===== src/shared/usir_cfg.svh =====
// Offsets, field positions, reset values and timing counts of the infrared serial block.
`ifndef USIR_CFG_SVH
`define USIR_CFG_SVH

// =============================================================
// Register offsets (byte addresses on the plain register port)
`define USIR_OFF_STAT 5'h00
`define USIR_OFF_DATA 5'h04
`define USIR_OFF_BAUD 5'h08
`define USIR_OFF_CTRL 5'h0c
`define USIR_OFF_PRESC 5'h10

// =============================================================
// Control register fields
`define USIR_C_UE 0
`define USIR_C_IRDA 1
`define USIR_C_LP 2
`define USIR_C_TXDMA 3
`define USIR_C_RXDMA 4
`define USIR_C_RTS 5
`define USIR_C_CTS 6
`define USIR_C_CTSIE 7
`define USIR_C_TDEIE 8
`define USIR_C_TRACIE 9
`define USIR_C_RDNEIE 10
`define USIR_C_ERRIE 11
`define USIR_C_FEIE 12
`define USIR_C_OREIE 13
`define USIR_C_NEIE 14
`define USIR_CTRL_BITS 15

// =============================================================
// Status register fields
`define USIR_S_NE 0
`define USIR_S_FE 1
`define USIR_S_ORE 2
`define USIR_S_RX_NOT_EMPTY_FLAG 5
`define USIR_S_TX_COMPLETE_FLAG 6
`define USIR_S_TDE 7
`define USIR_S_CLEAR_TO_SEND_CHANGE_FLAG 9

// =============================================================
// Reset values
`define USIR_CTRL_RST 15'h0000
`define USIR_BAUD_RST 16'h0008
`define USIR_PRESC_RST 8'h01
`define USIR_ZERO16 16'h0000

// =============================================================
// Timing counts, in oversampling ticks or low-power clock periods
`define USIR_SUB_LAST 4'hf
`define USIR_SUB_SAMPLE 4'h9
`define USIR_IR_PULSE_TICKS 4'h3
`define USIR_LP_PULSE_PERIODS 2'h3
`define USIR_GLITCH_PERIODS 2'h2
`define USIR_STRETCH_TICKS 4'he
`define USIR_LAST_BIT 3'h7

`endif


===== src/shared/usir_pkg.sv =====
// Types shared by the infrared serial block.
package usir_pkg;

   // ==========================================================
   // Bus words and state encodings.
   typedef logic [15:0] usir_word_t;
   typedef logic [4:0] usir_addr_t;

   // Gray order along the frame: idle, start, data, stop.
   typedef enum logic [1:0] {
      USIR_IDLE = 2'h0,
      USIR_START = 2'h1,
      USIR_DATA = 2'h3,
      USIR_STOP = 2'h2
   } usir_state_t;

endpackage : usir_pkg


===== src/verilog/usir_core.sv =====
// Serial core with infrared encoder and decoder, DMA requests and RTS/CTS flow control.
//
// Behaviour
// - Normal infrared mode sends a zero as a 3/16 bit high pulse.
// - Infrared path needs to support bit rates up to 115.2 Kbps only.
// - Infrared encoder output rests low when idle.
// - Decoder idles high, low pulses become zeros, a low input starts a frame.
// - Decoder ignores input while sending; encoder stays quiet while receiving.
// - Glitch filter rejects pulses under one prescaler period, accepts above two.
// - A zero prescaler value stops the infrared encoder and decoder.
// - Low-power infrared pulse lasts three periods of the prescaled clock.
// - Receive and transmit DMA requests are generated independently.
// - Transmit DMA requests a data write whenever transmit-empty is set.
// - Receive DMA requests a data read whenever receive-not-empty is set.
// - Multi-buffer errors flag after the byte completes, then interrupt if enabled.
// - Framing and noise flags rise with receive-not-empty, overrun when a byte arrives while it is set; each enabled.
// - RTS and CTS flow control have separate enables and act independently.
// - With RTS enabled, RTS is low while the receiver can take data.
// - RTS rises at every stop start, whether or not data is waiting, and falls when a data read clears it.
// - With CTS enabled, frames start only while CTS is low and data waits.
// - With CTS enabled, each CTS toggle sets the change flag and may interrupt.
// - Transmit-empty sets on move to the shifter and clears on data write.
// - A data register read clears receive-not-empty.
`timescale 1ns/10ps
`include "usir_cfg.svh"

module usir_core (
   // Clock and reset.
   input wire logic core_clk,
   input wire logic rstn,
   // Register port.
   input wire usir_pkg::usir_addr_t reg_addr,
   input wire usir_pkg::usir_word_t reg_wdata,
   input wire logic reg_wr,
   input wire logic reg_rd,
   output usir_pkg::usir_word_t reg_rdata,
   // Serial and flow-control pins.
   input wire logic ser_rx,
   output logic ser_tx,
   input wire logic cts_n,
   output logic rts_n,
   // DMA requests and interrupt.
   output logic dma_tx_req,
   output logic dma_rx_req,
   output logic irq
);
   import usir_pkg::*;

   // ==========================================================
   // Registers and state.
   logic [`USIR_CTRL_BITS-1:0] ctrl_q;
   logic [15:0] baud_q, baud_cnt_q;
   logic [7:0] presc_q, lp_cnt_q;
   logic rx_s1_q, rx_s2_q, cts_s1_q, cts_s2_q, cts_prev_q;
   usir_state_t tx_state_q, rx_state_q;
   logic [3:0] tx_sub_q, rx_sub_q, stretch_q;
   logic [2:0] tx_bit_q, rx_bit_q, smp_q;
   logic [7:0] tx_shift_q, tx_buf_q, rx_shift_q, rdr_q;
   logic [1:0] lp_pulse_q, lowcnt_q;
   logic tx_full_q, tx_complete_flag_q, rx_not_empty_flag_q, fe_q, ore_q, ne_q, clear_to_send_change_flag_q, noise_q;
   logic rts_hold_q, rx_dec_q;
   logic ser_tx_q, rts_n_q, dma_tx_req_q, dma_rx_req_q, irq_q;
   usir_word_t rdata_q;

   // Majority vote of three samples.
   function automatic logic maj3(input logic [2:0] s);
      maj3 = (s[0] & s[1]) | (s[0] & s[2]) | (s[1] & s[2]);
   endfunction : maj3

   // Register access decode.
   function automatic logic hit(input usir_addr_t a, input usir_addr_t off);
      hit = (a == off);
   endfunction : hit

   // ==========================================================
   // Decode and control wires.
   wire wr_stat = reg_wr & hit(reg_addr, `USIR_OFF_STAT);
   wire wr_data = reg_wr & hit(reg_addr, `USIR_OFF_DATA);
   wire rd_data = reg_rd & hit(reg_addr, `USIR_OFF_DATA);
   wire ue = ctrl_q[`USIR_C_UE];
   wire irda = ctrl_q[`USIR_C_IRDA];
   wire lowpow = ctrl_q[`USIR_C_LP];
   wire rts_en = ctrl_q[`USIR_C_RTS];
   wire cts_en = ctrl_q[`USIR_C_CTS];
   wire div_ok = (presc_q != 8'h00);
   wire tick = (baud_cnt_q == `USIR_ZERO16) & (baud_q != `USIR_ZERO16);
   wire lp_tick = (lp_cnt_q == 8'h00) & div_ok;
   wire tx_busy = (tx_state_q != USIR_IDLE);
   wire rx_busy = (rx_state_q != USIR_IDLE);
   wire sub_end_tx = tick & (tx_sub_q == `USIR_SUB_LAST);
   wire sub_smp_rx = tick & (rx_sub_q == `USIR_SUB_SAMPLE);
   wire sub_end_rx = tick & (rx_sub_q == `USIR_SUB_LAST);
   wire vote = maj3(smp_q);
   wire disagree = ~(&smp_q) & (|smp_q);

   // ==========================================================
   // Transmit control: frames start only when allowed by CTS and half-duplex.
   wire cts_ok = ~cts_en | ~cts_s2_q;
   wire tx_go = ~tx_busy & tx_full_q & tick & ue & cts_ok & ~(irda & rx_busy);
   wire tx_last = (tx_bit_q == `USIR_LAST_BIT);
   wire tx_done = sub_end_tx & (tx_state_q == USIR_STOP);
   wire nrz = (tx_state_q == USIR_START) ? 1'b0 :
              (tx_state_q == USIR_DATA) ? tx_shift_q[0] : 1'b1;
   wire next_zero = ((tx_state_q == USIR_START) & ~tx_shift_q[0]) |
                    ((tx_state_q == USIR_DATA) & ~tx_last & ~tx_shift_q[1]);
   wire lp_load = tx_go | (sub_end_tx & next_zero);
   wire norm_pulse = ~nrz & tx_busy & (tx_sub_q < `USIR_IR_PULSE_TICKS);
   wire lp_pulse = (lp_pulse_q != 2'h0);
   wire ir_out = div_ok & ~rx_busy & (lowpow ? lp_pulse : norm_pulse);
   wire ser_tx_d = irda ? ir_out : nrz;

   // Transmit frame sequencer on oversampling ticks.
   always_ff @(posedge core_clk or negedge rstn) begin
      if (!rstn) begin
         tx_state_q <= USIR_IDLE;
         tx_sub_q <= 4'h0;
         tx_bit_q <= 3'h0;
         tx_shift_q <= 8'h00;
      end else if (tx_go) begin
         tx_state_q <= USIR_START;
         tx_sub_q <= 4'h0;
         tx_shift_q <= tx_buf_q;
      end else if (tick & tx_busy) begin
         tx_sub_q <= tx_sub_q + 4'h1;
         if (sub_end_tx) begin
            case (tx_state_q)
               USIR_START: begin
                  tx_state_q <= USIR_DATA;
                  tx_bit_q <= 3'h0;
               end
               USIR_DATA: begin
                  tx_shift_q <= {1'b1, tx_shift_q[7:1]};
                  tx_bit_q <= tx_bit_q + 3'h1;
                  if (tx_last) begin
                     tx_state_q <= USIR_STOP;
                  end
               end
               default: tx_state_q <= USIR_IDLE;
            endcase
         end
      end
   end

   // Transmit buffer: empty flag sets on move to shifter, clears on data write.
   always_ff @(posedge core_clk or negedge rstn) begin
      if (!rstn) begin
         tx_full_q <= 1'b0;
         tx_buf_q <= 8'h00;
      end else begin
         tx_full_q <= wr_data | (tx_full_q & ~tx_go);
         if (wr_data) begin
            tx_buf_q <= reg_wdata[7:0];
         end
      end
   end

   // ==========================================================
   // Baud tick and low-power clock prescalers.
   always_ff @(posedge core_clk or negedge rstn) begin
      if (!rstn) begin
         baud_cnt_q <= `USIR_ZERO16;
         lp_cnt_q <= 8'h00;
         lp_pulse_q <= 2'h0;
      end else begin
         baud_cnt_q <= tick ? baud_q - 16'h0001 : baud_cnt_q - {15'h0000, |baud_cnt_q};
         lp_cnt_q <= lp_tick ? presc_q - 8'h01 : lp_cnt_q - {7'h00, |lp_cnt_q};
         lp_pulse_q <= lp_load ? `USIR_LP_PULSE_PERIODS :
                       lp_pulse_q - {1'b0, lp_tick & lp_pulse};
      end
   end

   // ==========================================================
   // Input synchronisers and infrared decoder with glitch filter.
   wire ir_quiet = tx_busy | ~div_ok;
   wire ir_low = ~rx_s2_q & ~ir_quiet;
   wire ir_accept = ir_low & lp_tick & (lowcnt_q == `USIR_GLITCH_PERIODS - 2'h1);
   wire ir_dec = (stretch_q == 4'h0) & ~ir_accept;
   always_ff @(posedge core_clk or negedge rstn) begin
      if (!rstn) begin
         rx_s1_q <= 1'b1;
         rx_s2_q <= 1'b1;
         cts_s1_q <= 1'b1;
         cts_s2_q <= 1'b1;
         cts_prev_q <= 1'b1;
         lowcnt_q <= 2'h0;
         stretch_q <= 4'h0;
         rx_dec_q <= 1'b1;
      end else begin
         rx_s1_q <= ser_rx;
         rx_s2_q <= rx_s1_q;
         cts_s1_q <= cts_n;
         cts_s2_q <= cts_s1_q;
         cts_prev_q <= cts_s2_q;
         lowcnt_q <= ~ir_low ? 2'h0 :
                     (lp_tick & (lowcnt_q != `USIR_GLITCH_PERIODS)) ? lowcnt_q + 2'h1 : lowcnt_q;
         stretch_q <= ir_accept ? `USIR_STRETCH_TICKS :
                      stretch_q - {3'h0, tick & (stretch_q != 4'h0)};
         rx_dec_q <= irda ? (ir_dec | ir_quiet) : rx_s2_q;
      end
   end

   // ==========================================================
   // Receive frame sequencer with three-sample majority vote.
   wire rx_begin = ~rx_busy & ue & ~rx_dec_q;
   wire stop_start = sub_end_rx & (rx_state_q == USIR_DATA) & (rx_bit_q == `USIR_LAST_BIT);
   wire rx_deliver = sub_smp_rx & (rx_state_q == USIR_STOP);
   always_ff @(posedge core_clk or negedge rstn) begin
      if (!rstn) begin
         rx_state_q <= USIR_IDLE;
         rx_sub_q <= 4'h0;
         rx_bit_q <= 3'h0;
         rx_shift_q <= 8'h00;
         smp_q <= 3'h7;
         noise_q <= 1'b0;
      end else begin
         if (tick) begin
            smp_q <= {smp_q[1:0], rx_dec_q};
         end
         if (rx_begin) begin
            rx_state_q <= USIR_START;
            rx_sub_q <= 4'h0;
            noise_q <= 1'b0;
         end else if (tick & rx_busy) begin
            rx_sub_q <= rx_sub_q + 4'h1;
            if (sub_smp_rx) begin
               noise_q <= noise_q | disagree;
            end
            case (rx_state_q)
               USIR_START: begin
                  if (sub_smp_rx & vote) begin
                     rx_state_q <= USIR_IDLE;
                  end else if (sub_end_rx) begin
                     rx_state_q <= USIR_DATA;
                     rx_bit_q <= 3'h0;
                  end
               end
               USIR_DATA: begin
                  if (sub_smp_rx) begin
                     rx_shift_q <= {vote, rx_shift_q[7:1]};
                  end
                  if (sub_end_rx) begin
                     rx_bit_q <= rx_bit_q + 3'h1;
                     if (stop_start) begin
                        rx_state_q <= USIR_STOP;
                     end
                  end
               end
               USIR_STOP: begin
                  if (sub_smp_rx) begin
                     rx_state_q <= USIR_IDLE;
                  end
               end
               default: rx_state_q <= USIR_IDLE;
            endcase
         end
      end
   end

   // ==========================================================
   // Status flags: hardware set wins over a write-zero or read clear.
   wire rx_not_empty_flag_d = (rx_deliver & ~rx_not_empty_flag_q) |
                 (rx_not_empty_flag_q & ~rd_data & ~(wr_stat & ~reg_wdata[`USIR_S_RX_NOT_EMPTY_FLAG]));
   wire clear_to_send_change_flag_set = cts_en & (cts_s2_q != cts_prev_q);
   wire flag_ok = rx_deliver & ~rx_not_empty_flag_q;
   always_ff @(posedge core_clk or negedge rstn) begin
      if (!rstn) begin
         rx_not_empty_flag_q <= 1'b0;
         rdr_q <= 8'h00;
         fe_q <= 1'b0;
         ne_q <= 1'b0;
         ore_q <= 1'b0;
         tx_complete_flag_q <= 1'b1;
         clear_to_send_change_flag_q <= 1'b0;
         rts_hold_q <= 1'b0;
      end else begin
         rx_not_empty_flag_q <= rx_not_empty_flag_d;
         if (flag_ok) begin
            rdr_q <= rx_shift_q;
         end
         // Framing and noise errors appear only when the byte completes, together with RX_NOT_EMPTY_FLAG.
         fe_q <= (flag_ok & ~vote) | (fe_q & ~(wr_stat & ~reg_wdata[`USIR_S_FE]));
         ne_q <= (flag_ok & (noise_q | disagree)) |
                 (ne_q & ~(wr_stat & ~reg_wdata[`USIR_S_NE]));
         ore_q <= (rx_deliver & rx_not_empty_flag_q) | (ore_q & ~(wr_stat & ~reg_wdata[`USIR_S_ORE]));
         tx_complete_flag_q <= (tx_done & ~tx_full_q) |
                   (tx_complete_flag_q & ~wr_data & ~(wr_stat & ~reg_wdata[`USIR_S_TX_COMPLETE_FLAG]));
         clear_to_send_change_flag_q <= clear_to_send_change_flag_set | (clear_to_send_change_flag_q & ~(wr_stat & ~reg_wdata[`USIR_S_CLEAR_TO_SEND_CHANGE_FLAG]));
         rts_hold_q <= stop_start | (rts_hold_q & ~rd_data);
      end
   end

   // ==========================================================
   // Software registers and read data, one cycle after the strobe.
   wire [15:0] stat_w = {6'h00, clear_to_send_change_flag_q, 1'b0, ~tx_full_q, tx_complete_flag_q, rx_not_empty_flag_q, 2'h0,
                         ore_q, fe_q, ne_q};
   wire [15:0] rd_mux = hit(reg_addr, `USIR_OFF_STAT) ? stat_w :
                        hit(reg_addr, `USIR_OFF_DATA) ? {8'h00, rdr_q} :
                        hit(reg_addr, `USIR_OFF_BAUD) ? baud_q :
                        hit(reg_addr, `USIR_OFF_CTRL) ? {1'b0, ctrl_q} :
                        hit(reg_addr, `USIR_OFF_PRESC) ? {8'h00, presc_q} : `USIR_ZERO16;
   always_ff @(posedge core_clk or negedge rstn) begin
      if (!rstn) begin
         ctrl_q <= `USIR_CTRL_RST;
         baud_q <= `USIR_BAUD_RST;
         presc_q <= `USIR_PRESC_RST;
         rdata_q <= `USIR_ZERO16;
      end else begin
         if (reg_wr & hit(reg_addr, `USIR_OFF_CTRL)) begin
            ctrl_q <= reg_wdata[`USIR_CTRL_BITS-1:0];
         end
         if (reg_wr & hit(reg_addr, `USIR_OFF_BAUD)) begin
            baud_q <= reg_wdata;
         end
         if (reg_wr & hit(reg_addr, `USIR_OFF_PRESC)) begin
            presc_q <= reg_wdata[7:0];
         end
         rdata_q <= reg_rd ? rd_mux : `USIR_ZERO16;
      end
   end

   // ==========================================================
   // Pin, request and interrupt outputs, all registered.
   wire irq_d = (clear_to_send_change_flag_q & ctrl_q[`USIR_C_CTSIE]) | (~tx_full_q & ctrl_q[`USIR_C_TDEIE]) |
                (tx_complete_flag_q & ctrl_q[`USIR_C_TRACIE]) |
                ((rx_not_empty_flag_q | ore_q) & ctrl_q[`USIR_C_RDNEIE]) |
                (ctrl_q[`USIR_C_RXDMA] & ctrl_q[`USIR_C_ERRIE] & (fe_q | ne_q | ore_q)) |
                (fe_q & ctrl_q[`USIR_C_FEIE]) | (ore_q & ctrl_q[`USIR_C_OREIE]) |
                (ne_q & ctrl_q[`USIR_C_NEIE]);
   always_ff @(posedge core_clk or negedge rstn) begin
      if (!rstn) begin
         ser_tx_q <= 1'b1;
         rts_n_q <= 1'b0;
         dma_tx_req_q <= 1'b0;
         dma_rx_req_q <= 1'b0;
         irq_q <= 1'b0;
      end else begin
         ser_tx_q <= ser_tx_d;
         rts_n_q <= rts_en & (stop_start | (rts_hold_q & ~rd_data));
         dma_tx_req_q <= ctrl_q[`USIR_C_TXDMA] & ~(wr_data | (tx_full_q & ~tx_go));
         dma_rx_req_q <= ctrl_q[`USIR_C_RXDMA] & rx_not_empty_flag_d;
         irq_q <= irq_d;
      end
   end

   assign ser_tx = ser_tx_q;
   assign rts_n = rts_n_q;
   assign dma_tx_req = dma_tx_req_q;
   assign dma_rx_req = dma_rx_req_q;
   assign irq = irq_q;
   assign reg_rdata = rdata_q;
endmodule : usir_core


===== config.mk =====
export PLATFORM = sky130hd
export DESIGN_NAME = usir_core
export DESIGN_NICKNAME = d
export VERILOG_FILES = /design/src/shared/usir_pkg.sv /design/src/verilog/usir_core.sv
export VERILOG_INCLUDE_DIRS = /design/src /design/src/shared
export SDC_FILE = /design/constraint.sdc
export NUM_CORES = 1
export LEC_CHECK = 0
export BUFFER_PORTS_ARGS = -buffer_cell sky130_fd_sc_hd__buf_4
export CAP_MARGIN = 20
export CORE_MARGIN = 8
export CORE_UTILIZATION = 60
export DETAILED_ROUTE_END_ITERATION = 10
export GPL_ROUTABILITY_DRIVEN = 0
export PLACE_DENSITY_LB_ADDON = 0.1
export SLEW_MARGIN = 10
export SYNTH_ARGS = -nofsm -noshare
export SYNTH_HDL_FRONTEND = slang
export SYNTH_SLANG_ARGS = --single-unit

===== constraint.sdc =====
create_clock -name core_clk -period 3.4 [get_ports core_clk]
set_input_delay 0.51 -clock core_clk [delete_from_list [all_inputs] [get_ports core_clk]]
set_output_delay 0.51 -clock core_clk [all_outputs]
set_load 0.01 [all_outputs]

# --- After elaboration in Yosys (flattened, before gate mapping) ---
# Index checks and enable logic that the tools add are counted.
# W data, S select, Z words.
op_classes:
  order_cmp: 1
  eq_ne: 27
  addsub: 11
  n_reduce_logical: 28
  n_mux: 46
  bitwise_logic: 140
op_table:
  columns: ["operator", "count"]
  rows:
  - ["$mux W16", 5]
  - ["$and A1 B1 Y1", 79]
  - ["$mux W8", 6]
  - ["$not A1 Y1", 35]
  - ["$mux W2", 14]
  - ["$or A1 B1 Y1", 26]
  - ["$mux W4", 5]
  - ["$reduce_bool A2 Y1", 10]
  - ["$logic_not A16 Y1", 1]
  - ["$reduce_bool A16 Y1", 1]
  - ["$reduce_or A16 Y1", 1]
  - ["$sub A16 B1 Y16", 1]
  - ["$sub A16 B1 Y16 const B", 1]
  - ["$mux W15", 1]
  - ["$eq A4 B4 Y1 const B", 3]
  - ["$ne A3 B3 Y1 const B", 4]
  - ["$pmux W3 S2", 2]
  - ["$eq A5 B4 Y1 const B", 2]
  - ["$mux W3", 3]
  - ["$reduce_and A3 Y1", 3]
  - ["$add A4 B1 Y4 const B", 2]
  - ["$eq A2 B2 Y1 const B", 4]
  - ["$logic_not A8 Y1", 1]
  - ["$mux W1", 8]
  - ["other kinds (27)", 35]
totals:
  inputBits: 27
  ff_bits: 160
  out_inout_bits: 21

# --- Longest topological paths before layout ---
# Gate-level depths: netlist of run 1.
logic_depth:
  word_depth: 12
  depth_mapped: 12
  ltp_nobuf: 10

# --- Worst setup path after synthesis of run 1 ---
# No wires, ideal clock.
synth_timing:
  path_type: "register to register"
  from: "reg baud_q[6]"
  to: "reg stretch_q[2]"
  setup_time_ps: 122
  path_slack_ps: 865
  period_less_slack_ps: 2535
  arrival_ps: 2412
  t_required_ps: 3278
  stages_incl_launch_ff: 12
  cell_sequence: "dfrtp_1 > clkbuf_1 > nor4_1 > nand4_1 > nand3_1 > buf_2 > buf_2 > nor2_1 > ha_1 > ha_1 > xnor2_1 > nand2_1"
synth_via:
  elab_chain_len: 5
synth_lines:
  columns: ["element", "line_no", "rtl"]
  rows:
  - ["start: declaration", "usir_core.sv:52", "logic [15:0] baud_q, baud_cnt_q;"]
  - ["start signal: assignment", "usir_core.sv:304", "baud_q <= `USIR_BAUD_RST;"]
  - ["start signal: assignment", "usir_core.sv:312", "baud_q <= reg_wdata;"]
  - ["$reduce_bool A16 Y1 (no line)", null, null]
  - ["$and A1 B1 Y1", "usir_core.sv:86", "wire tick = (baud_cnt_q == `USIR_ZERO16) & (baud_q != `USIR_ZERO16);"]
  - ["$and A1 B1 Y1", "usir_core.sv:197", "stretch_q - {3'h0, tick & (stretch_q != 4'h0)};"]
  - ["$sub A4 B1 Y4", "usir_core.sv:197", null]
  - ["$mux W4", "usir_core.sv:196", "stretch_q <= ir_accept ? `USIR_STRETCH_TICKS :"]
  - ["end signal: assignment", "usir_core.sv:196", null]
  - ["end: declaration", "usir_core.sv:56", "logic [3:0] tx_sub_q, rx_sub_q, stretch_q;"]
# Every way passes these cells.
# A chain may end at the register's enable or synchronous reset.

# --- Final worst setup path of run 1 ---
layout_timing:
  from: "reg baud_cnt_q[4]"
  to: "reg tx_sub_q[2]"
layout_via:
  elab_chain_len: 7
  word_cells_on_any_way: 9
  cone_classes: "1 x mux; 6 x bitwise; 2 x reduce/logical"
layout_lines:
  columns: ["element", "line_no", "rtl"]
  rows:
  - ["start: declaration", "usir_core.sv:52", null]
  - ["start signal: assignment", "usir_core.sv:161", "baud_cnt_q <= `USIR_ZERO16;"]
  - ["start signal: assignment", "usir_core.sv:165", "baud_cnt_q <= tick ? baud_q - 16'h0001 : baud_cnt_q - {15'h0000, |baud_cnt_q};"]
  - ["$logic_not A16 Y1 (no line) (*)", null, null]
  - ["$and A1 B1 Y1 (*)", "usir_core.sv:86", null]
  - ["$and A1 B1 Y1 (4 in series)", "usir_core.sv:99", "wire tx_go = ~tx_busy & tx_full_q & tick & ue & cts_ok & ~(irda & rx_busy);"]
  - ["$mux W4 or $reduce_bool A2 Y1 (tied branches)", null, null]
  - ["end signal: assignment", "usir_core.sv:124", "tx_sub_q <= tx_sub_q + 4'h1;"]
  - ["end: declaration", "usir_core.sv:56", null]
# Every way passes the cells marked *; elsewhere a longest branch is shown, timed or not.

==> results.tsv, run 1 <==
metric	value	unit
Clock transition at path regs	0.07	ns
fraction of layout cells with a size suffix above 1	22.8	%
vias in the first global route	5760	
Worst VDD drop	450	uV
drt first pass iters	5	
Die Wd	129	um
total power	0.00550	W
endpoint class of the critical path	flop	
status	finished, final reports clean	
Layout Utilization	70.0	%
Critical Path AT	3.04	ns
grt total ovfl	0	
most frequent cells in the layout	dfrtp_1, nand2_1, mux2_2	
worst rel slew slack	44.5	%
First DRT Iteration DRCs	581	
RSZ-0062 raised after global routing	no	
crit path kind	flop to flop	
final count of pins violating max slew	0	
initial core utilization	61.2	%
die area	0.0167	mm^2
GRT Total Usage	23.3	%
synthesized instance count	698	
die height	129	um
LEAKAGE	4.07	nW
Power Dens Cells	625	mW/mm^2
routed length on met3	919	um
IO Pins	48	
layout net count	789	
Setup TNS	0	ns
net count after synthesis	744	
WL met2	9260	um
worst path cell trace	or4_1 -> nor2_8 -> and3_2 -> o21ai_0 -> a211o_1	
Setup-failing EPs final	0	
Root Driver	clkbuf_16	
Post-synth EDFFs	0	
DRC	0	
Layout Cells excl Fill	928	
vias per cell	6.03	
H-tree depth	4	
Hold Crit Class	input port to async pin	
dpl hpwl	13400	um
Post-CTS Resized	0	
Avg Cell Area, Syn	11.0	um^2
Ys Warns	0	
# port buffers	47	
highest-delay cell along the critical path	or4_1	
uppermost layer routed	met4	
Std-Cell Rows	41	
Distinct cells, synth	65	
Area Overhead vs Synth	14.2	%
Routed met1 length	7770	um
Critical Path Fanout Max	26	
Post-Syn Area	0.00770	mm^2
commonest non-fill, non-tap cell in the layout	dfrtp_1	
TritonCTS Buffers	17	
post-route ant nets	0	
Final Critical Period	2.73	ns
Post-synth ARST share	100	%
max incr delay on CP	0.70	ns
first-pass GRT wire length	29900	um
Seq cells post-synth	160	
final hold vios	0	
core footprint	0.0126	mm^2
fmax	366	MHz
Skew-Pair Late Insertion Delay	0.43	ns
final WL	18300	um
initial antenna violation count	0	
final setup skew	0.00963	ns
Inst Count DP	896	
clk sink count	160	
worst-case clock buffer depth	2	
number of diodes	0	
dominant synthesized flop cell	dfrtp_1	
Slew @ Worst Pin	0.829	ns
Vias	5593	
Req. time, crit path	3.71	ns
register area share after synthesis	52.2	%
Max-Cap Viols	0	
largest net degree at the start of global routing	78	
Critical path origin	baud_cnt_q[4]	
cts-stage hold buffer count	0	
Tcrit/Tclk final	80.3	%
reg-to-reg startpoint	baud_cnt_q[4]	
Routed wire per std cell	19.7	um
CTS tree	done	
Critical Path Start Type	flop	
postcts setup bufs	0	
==> layer usage <==
| metal | vias to the layer above | track usage, % |
|---|---|---|
| met5 | - | 0 |
| met4 | 0 | 8.22 |
| met3 | 27 | 5.34 |
| met2 | 150 | 38.3 |
| met1 | 2829 | 29.7 |
| li1 | 2587 | - |
==> registers in the layout, summed over array words and instances (netlist names), 8 cells and up <==
| name | count |
|---|---|
| baud_cnt_q | 16 |
| baud_q | 16 |
| ctrl_q | 15 |
| lp_cnt_q | 8 |
| presc_q | 8 |
| rdr_q | 8 |
| reg_rdata | 16 |
| rx_shift_q | 8 |
| tx_buf_q | 8 |
| tx_shift_q | 8 |
==> critical path, delay by kind of cell, from the launching register on <==
| kind | cells | cell delay, ns |
|---|---|---|
| and+or+nand+nor | 3 | 1.55 |
| AOI/OAI and AO/OA | 2 | 0.67 |
| DFF | 1 | 0.40 |
==> logic make-up after synthesis <==
kind of cell | Yosys count | share of synthesized area, %
XOR/XNOR | 42 | 4.78
multiplexers | 86 | 12.2
flip-flops | 160 | 52.2
AO/OA/AOI/OAI | 120 | 10.1
AND/OR/NAND/NOR | 221 | 14.8
buffers and inverters | 49 | 2.65
adder cells (fa/ha/maj) | 20 | 3.22
==> layout make-up <==
class,instances,area [um^2]
sequential,160,4020
clock buffer,20,457
clock inverter,12,124
timing repair buffer,55,429
tap,172,215
inverter,20,75.1
fill,905,3780
multi-input combinational,489,3470
==> stage by stage <==
step	hold WS [ns]	setup slack [ns]	area (um^2)
floorplan	0.214	0.865	7700
global placement	0.347	0.839	8210
detailed placement	0.348	0.718	8210
CTS	0.132	0.686	8790
global route	0.163	0.533	8790
finish	0.0946	0.669	8790
==> power by group <==
part           switching, W  internal [W]  leakage, nW
clock network      0.000796       0.00106        0.272
registers          0.000349       0.00222         2.06
logic              0.000571      0.000501         1.74
==> worst paths after layout <==
check                           cells past startpoint  slack [ns]           to
worst max register to register                      5        0.67  tx_sub_q[2]
max in group asynchronous                           2        2.49   ctrl_q[12]
min in group core_clk                               1        0.19      rx_s1_q
worst max-delay path                                5        0.67  tx_sub_q[2]
worst min-delay path                                1        0.09  lp_cnt_q[2]
worst min register to register                      0        0.36      rx_s2_q
==> Yosys cell counts, types with 13 or more instances <==
| cell | n | area (um^2) |
|---|---|---|
| inv_1 | 20 | 75.1 |
| xor2_1 | 24 | 210 |
| ha_1 | 19 | 238 |
| nor2_1 | 46 | 173 |
| dfrtp_1 | 147 | 3680 |
| o21ai_0 | 45 | 225 |
| xnor2_1 | 18 | 158 |
| clkbuf_1 | 17 | 63.8 |
| dfstp_2 | 13 | 342 |
| nand2_1 | 69 | 259 |
| mux2i_1 | 23 | 230 |
| mux2_2 | 63 | 709 |
| nor4_1 | 14 | 87.6 |
| nand3_1 | 17 | 85.1 |
Note: power is estimated with default switching activity, not from simulation.
==> run 2, diff against run 1 <==
==> constraint.sdc (replaced) <==
create_clock -name core_clk -period 2.65 [get_ports core_clk]
set_input_delay 0.3975 -clock core_clk [delete_from_list [all_inputs] [get_ports core_clk]]
set_output_delay 0.3975 -clock core_clk [all_outputs]
set_load 0.01 [all_outputs]
==> results.tsv, run 2 (same netlist as run 1, synthesis figures left out) <==
metric	value	unit	change
Root Driver	clkbuf_16		
post-route ant nets	0		unchanged
dpl hpwl	13300	um	-0.83%
initial core utilization	61.2	%	unchanged
IO Pins	48		unchanged
Req. time, crit path	2.97	ns	-0.74 ns
commonest non-fill, non-tap cell in the layout	dfrtp_1		
Area Overhead vs Synth	16.0	%	
HP Start	cts_n		
switching power	0.00223	W	+30%
Area after DPL	0.00830	mm^2	+1.1%
Final Critical Period	2.39	ns	-0.338 ns
hold path endpoint	cts_s1_q		
number of diodes	0		unchanged
H-tree depth	4		unchanged
First DRT Iteration DRCs	504		-13%
final hold vios	0		unchanged
Critical Path Fanout Max	7		-73%
post-route cell area	0.00893	mm^2	+1.6%
Worst Hold Slack	0.0721	ns	-0.0225 ns
TritonCTS Buffers	17		unchanged
Seq pwr share	45.5	%	-1.2 points
reg-to-reg endpoint	stretch_q[2]		
Buffers & Inverters on Critical Path	1		+1
hold path cells	1		
final WL	18400	um	+0.86%
clk sink count	160		unchanged
endpoint class of the critical path	flop		
Std-Cell Rows	41		unchanged
combinational share of power	19.1	%	-0.4 points
fraction of layout cells with a size suffix above 1	24.0	%	+1.2 points
Setup-failing EPs final	0		unchanged
most frequent cells in the layout	dfrtp_1, nand2_1, mux2_2		
Vias	5713		+2.1%
core footprint	0.0126	mm^2	unchanged
Setup TNS	0	ns	unchanged
Cell Int Power	0.00503	W	+33%
RSZ-0062 raised after global routing	no		
fmax	418	MHz	+14%
reg-to-reg startpoint	baud_q[0]		
vias per cell	6.08		+0.95%
Register-to-Register Path Depth	10		+5
largest net degree at the start of global routing	64		-18%
first-pass GRT wire length	30300	um	+1.4%
CP top delay family	simple AND/OR/NAND/NOR gates		
Tcrit/Tclk final	90.3	%	+10 points
flop2flop setup slack	0.26	ns	-0.41 ns
Clock transition at path regs	0.06	ns	about the same
postcts setup bufs	0		unchanged
die area	0.0167	mm^2	unchanged
DRC	0		unchanged
most frequent CP cell	ha_1		
die height	129	um	unchanged
drt first pass iters	7		+2
Worst VDD drop	534	uV	+19%
worst-case clock buffer depth	2		unchanged
Slew @ Worst Pin	0.490	ns	-0.340 ns
Critical Path AT	2.71	ns	-0.33 ns
Hold Crit Class	input port to flop		
Die Wd	129	um	unchanged
Routed wire per std cell	19.6	um	-0.32%
layout net count	800		+1.4%
worst rel slew slack	67.1	%	+23 points
# port buffers	47		unchanged
final count of pins violating max slew	0		unchanged
Power Dens Cells	813	mW/mm^2	+30%
Net Sw Frac	30.7	%	-0.48 points
status	finished, final reports clean		
Clk pwr share	35.4	%	+1.6 points
crit path kind	flop to flop		
Critical Path Start Type	flop		
multi-input logic area	0.00348	mm^2	+0.11%
vias in the first global route	5887		+2.2%
GRT Total Usage	23.5	%	+0.21 points
grt total ovfl	0		unchanged
FF+latch area	0.00402	mm^2	unchanged
highest-delay cell along the critical path	dfrtp_1		
Max-Cap Viols	0		unchanged
LEAKAGE	4.16	nW	+2.2%
final setup skew	0.00745	ns	-0.00218 ns
CTS tree	done		
# fillers	934		+3.2%
initial antenna violation count	0		unchanged
max incr delay on CP	0.45	ns	-0.25 ns
worst path cell trace	inv_1 -> ha_1 -> nor4b_1 -> nand4_1 -> nand3_1 -> nor2_1 -> ha_1 -> ha_1 -> xnor2_1 -> nand2_1		
Skew-Pair Late Insertion Delay	0.43	ns	about the same
[run 2: cell types whose count changed in the layout (fill, tap and decap cells not counted)]
cell / before / now
or4_4: 1 / 2
buf_4: 53 / 62
clkinv_4: 2 / 1
clkbuf_1: 1 / 0
or4_1: 4 / 3
clkbuf_8: 2 / 1
clkinv_2: 0 / 2
inv_6: 4 / 5
buf_12: 1 / 2
clkinvlp_4: 4 / 2
bufinv_16: 1 / 3
dlygate4sd3_1: 0 / 1
[run 2: stage by stage]
stage	setup WS (ns)	total power (W)	std cells	utilization (%)
final	0.257	0.00726	939	71.1
after floorplan	0.115	0.00420	698	-
after detailed placement	0.172	0.00470	906	66.0
after global routing	0.0500	0.00764	939	71.1
after CTS	0.161	0.00728	939	71.0
after global placement	0.237	0.00461	906	66.0
[run 2: routing by layer]
layer / GRT usage (%) / share of wire (%) / vias to the layer above / wire, um
li1: - / - / 2610 / -
met1: 29.2 / 42 / 2893 / 7740
met4: 7.39 / 1.9 / 0 / 349
met2: 38.6 / 50 / 185 / 9250
met5: 0 / 0 / - / 0
met3: 7.07 / 6.0 / 25 / 1100
[run 2: final cells by class]
class	count	share of cell area [%]
clock inverter	14	2.00
multi-input combinational	489	38.9
sequential	160	45.0
tap	172	2.41
timing repair buffer	66	5.90
inverter	20	0.841
clock buffer	18	4.92
[run 2: repair_timing]
item / 4_1_cts / 5_1_grt
setup endpoints to repair: 0 / 1
hold buffers: 1 / 0
resized for setup: 0 / 1
hold endpoints to repair: 43 / 0
[run 2: worst max path at each step]
| stage | from | to | slack (ns) | cells past startpoint |
|---|---|---|---|---|
| 6_report | baud_q[0] | stretch_q[2] | 0.26 | 10 |
| 3_5_place_dp | baud_cnt_q[4] | noise_q | 0.17 | 6 |
| 2_1_floorplan | baud_q[6] | stretch_q[2] | 0.12 | 11 |
| 5_1_grt | baud_q[0] | stretch_q[2] | 0.05 | 10 |
| 3_3_place_gp | baud_cnt_q[4] | tx_bit_q[0] | 0.24 | 6 |
| 4_1_cts | baud_cnt_q[4] | noise_q | 0.16 | 6 |
[run 2: power by group through the flow]
stage          Sequential [W]  Clock, W  Combinational [W]
6_report              0.00331   0.00257            0.00139
5_1_grt               0.00336   0.00272            0.00157
4_1_cts               0.00329   0.00260            0.00138
3_5_place_dp          0.00333         0            0.00136
3_3_place_gp          0.00330         0            0.00131
2_1_floorplan         0.00317         0            0.00104
[run 2: worst register-to-register path: cells and delay by family (launching register included)]
family                   cells  cell delay (ns)
XOR/XNOR                     1             0.13
adder cells (fa/ha/maj)      3             0.63
buffers and inverters        1             0.09
flip-flops                   1             0.45
AND/OR/NAND/NOR              5             0.98
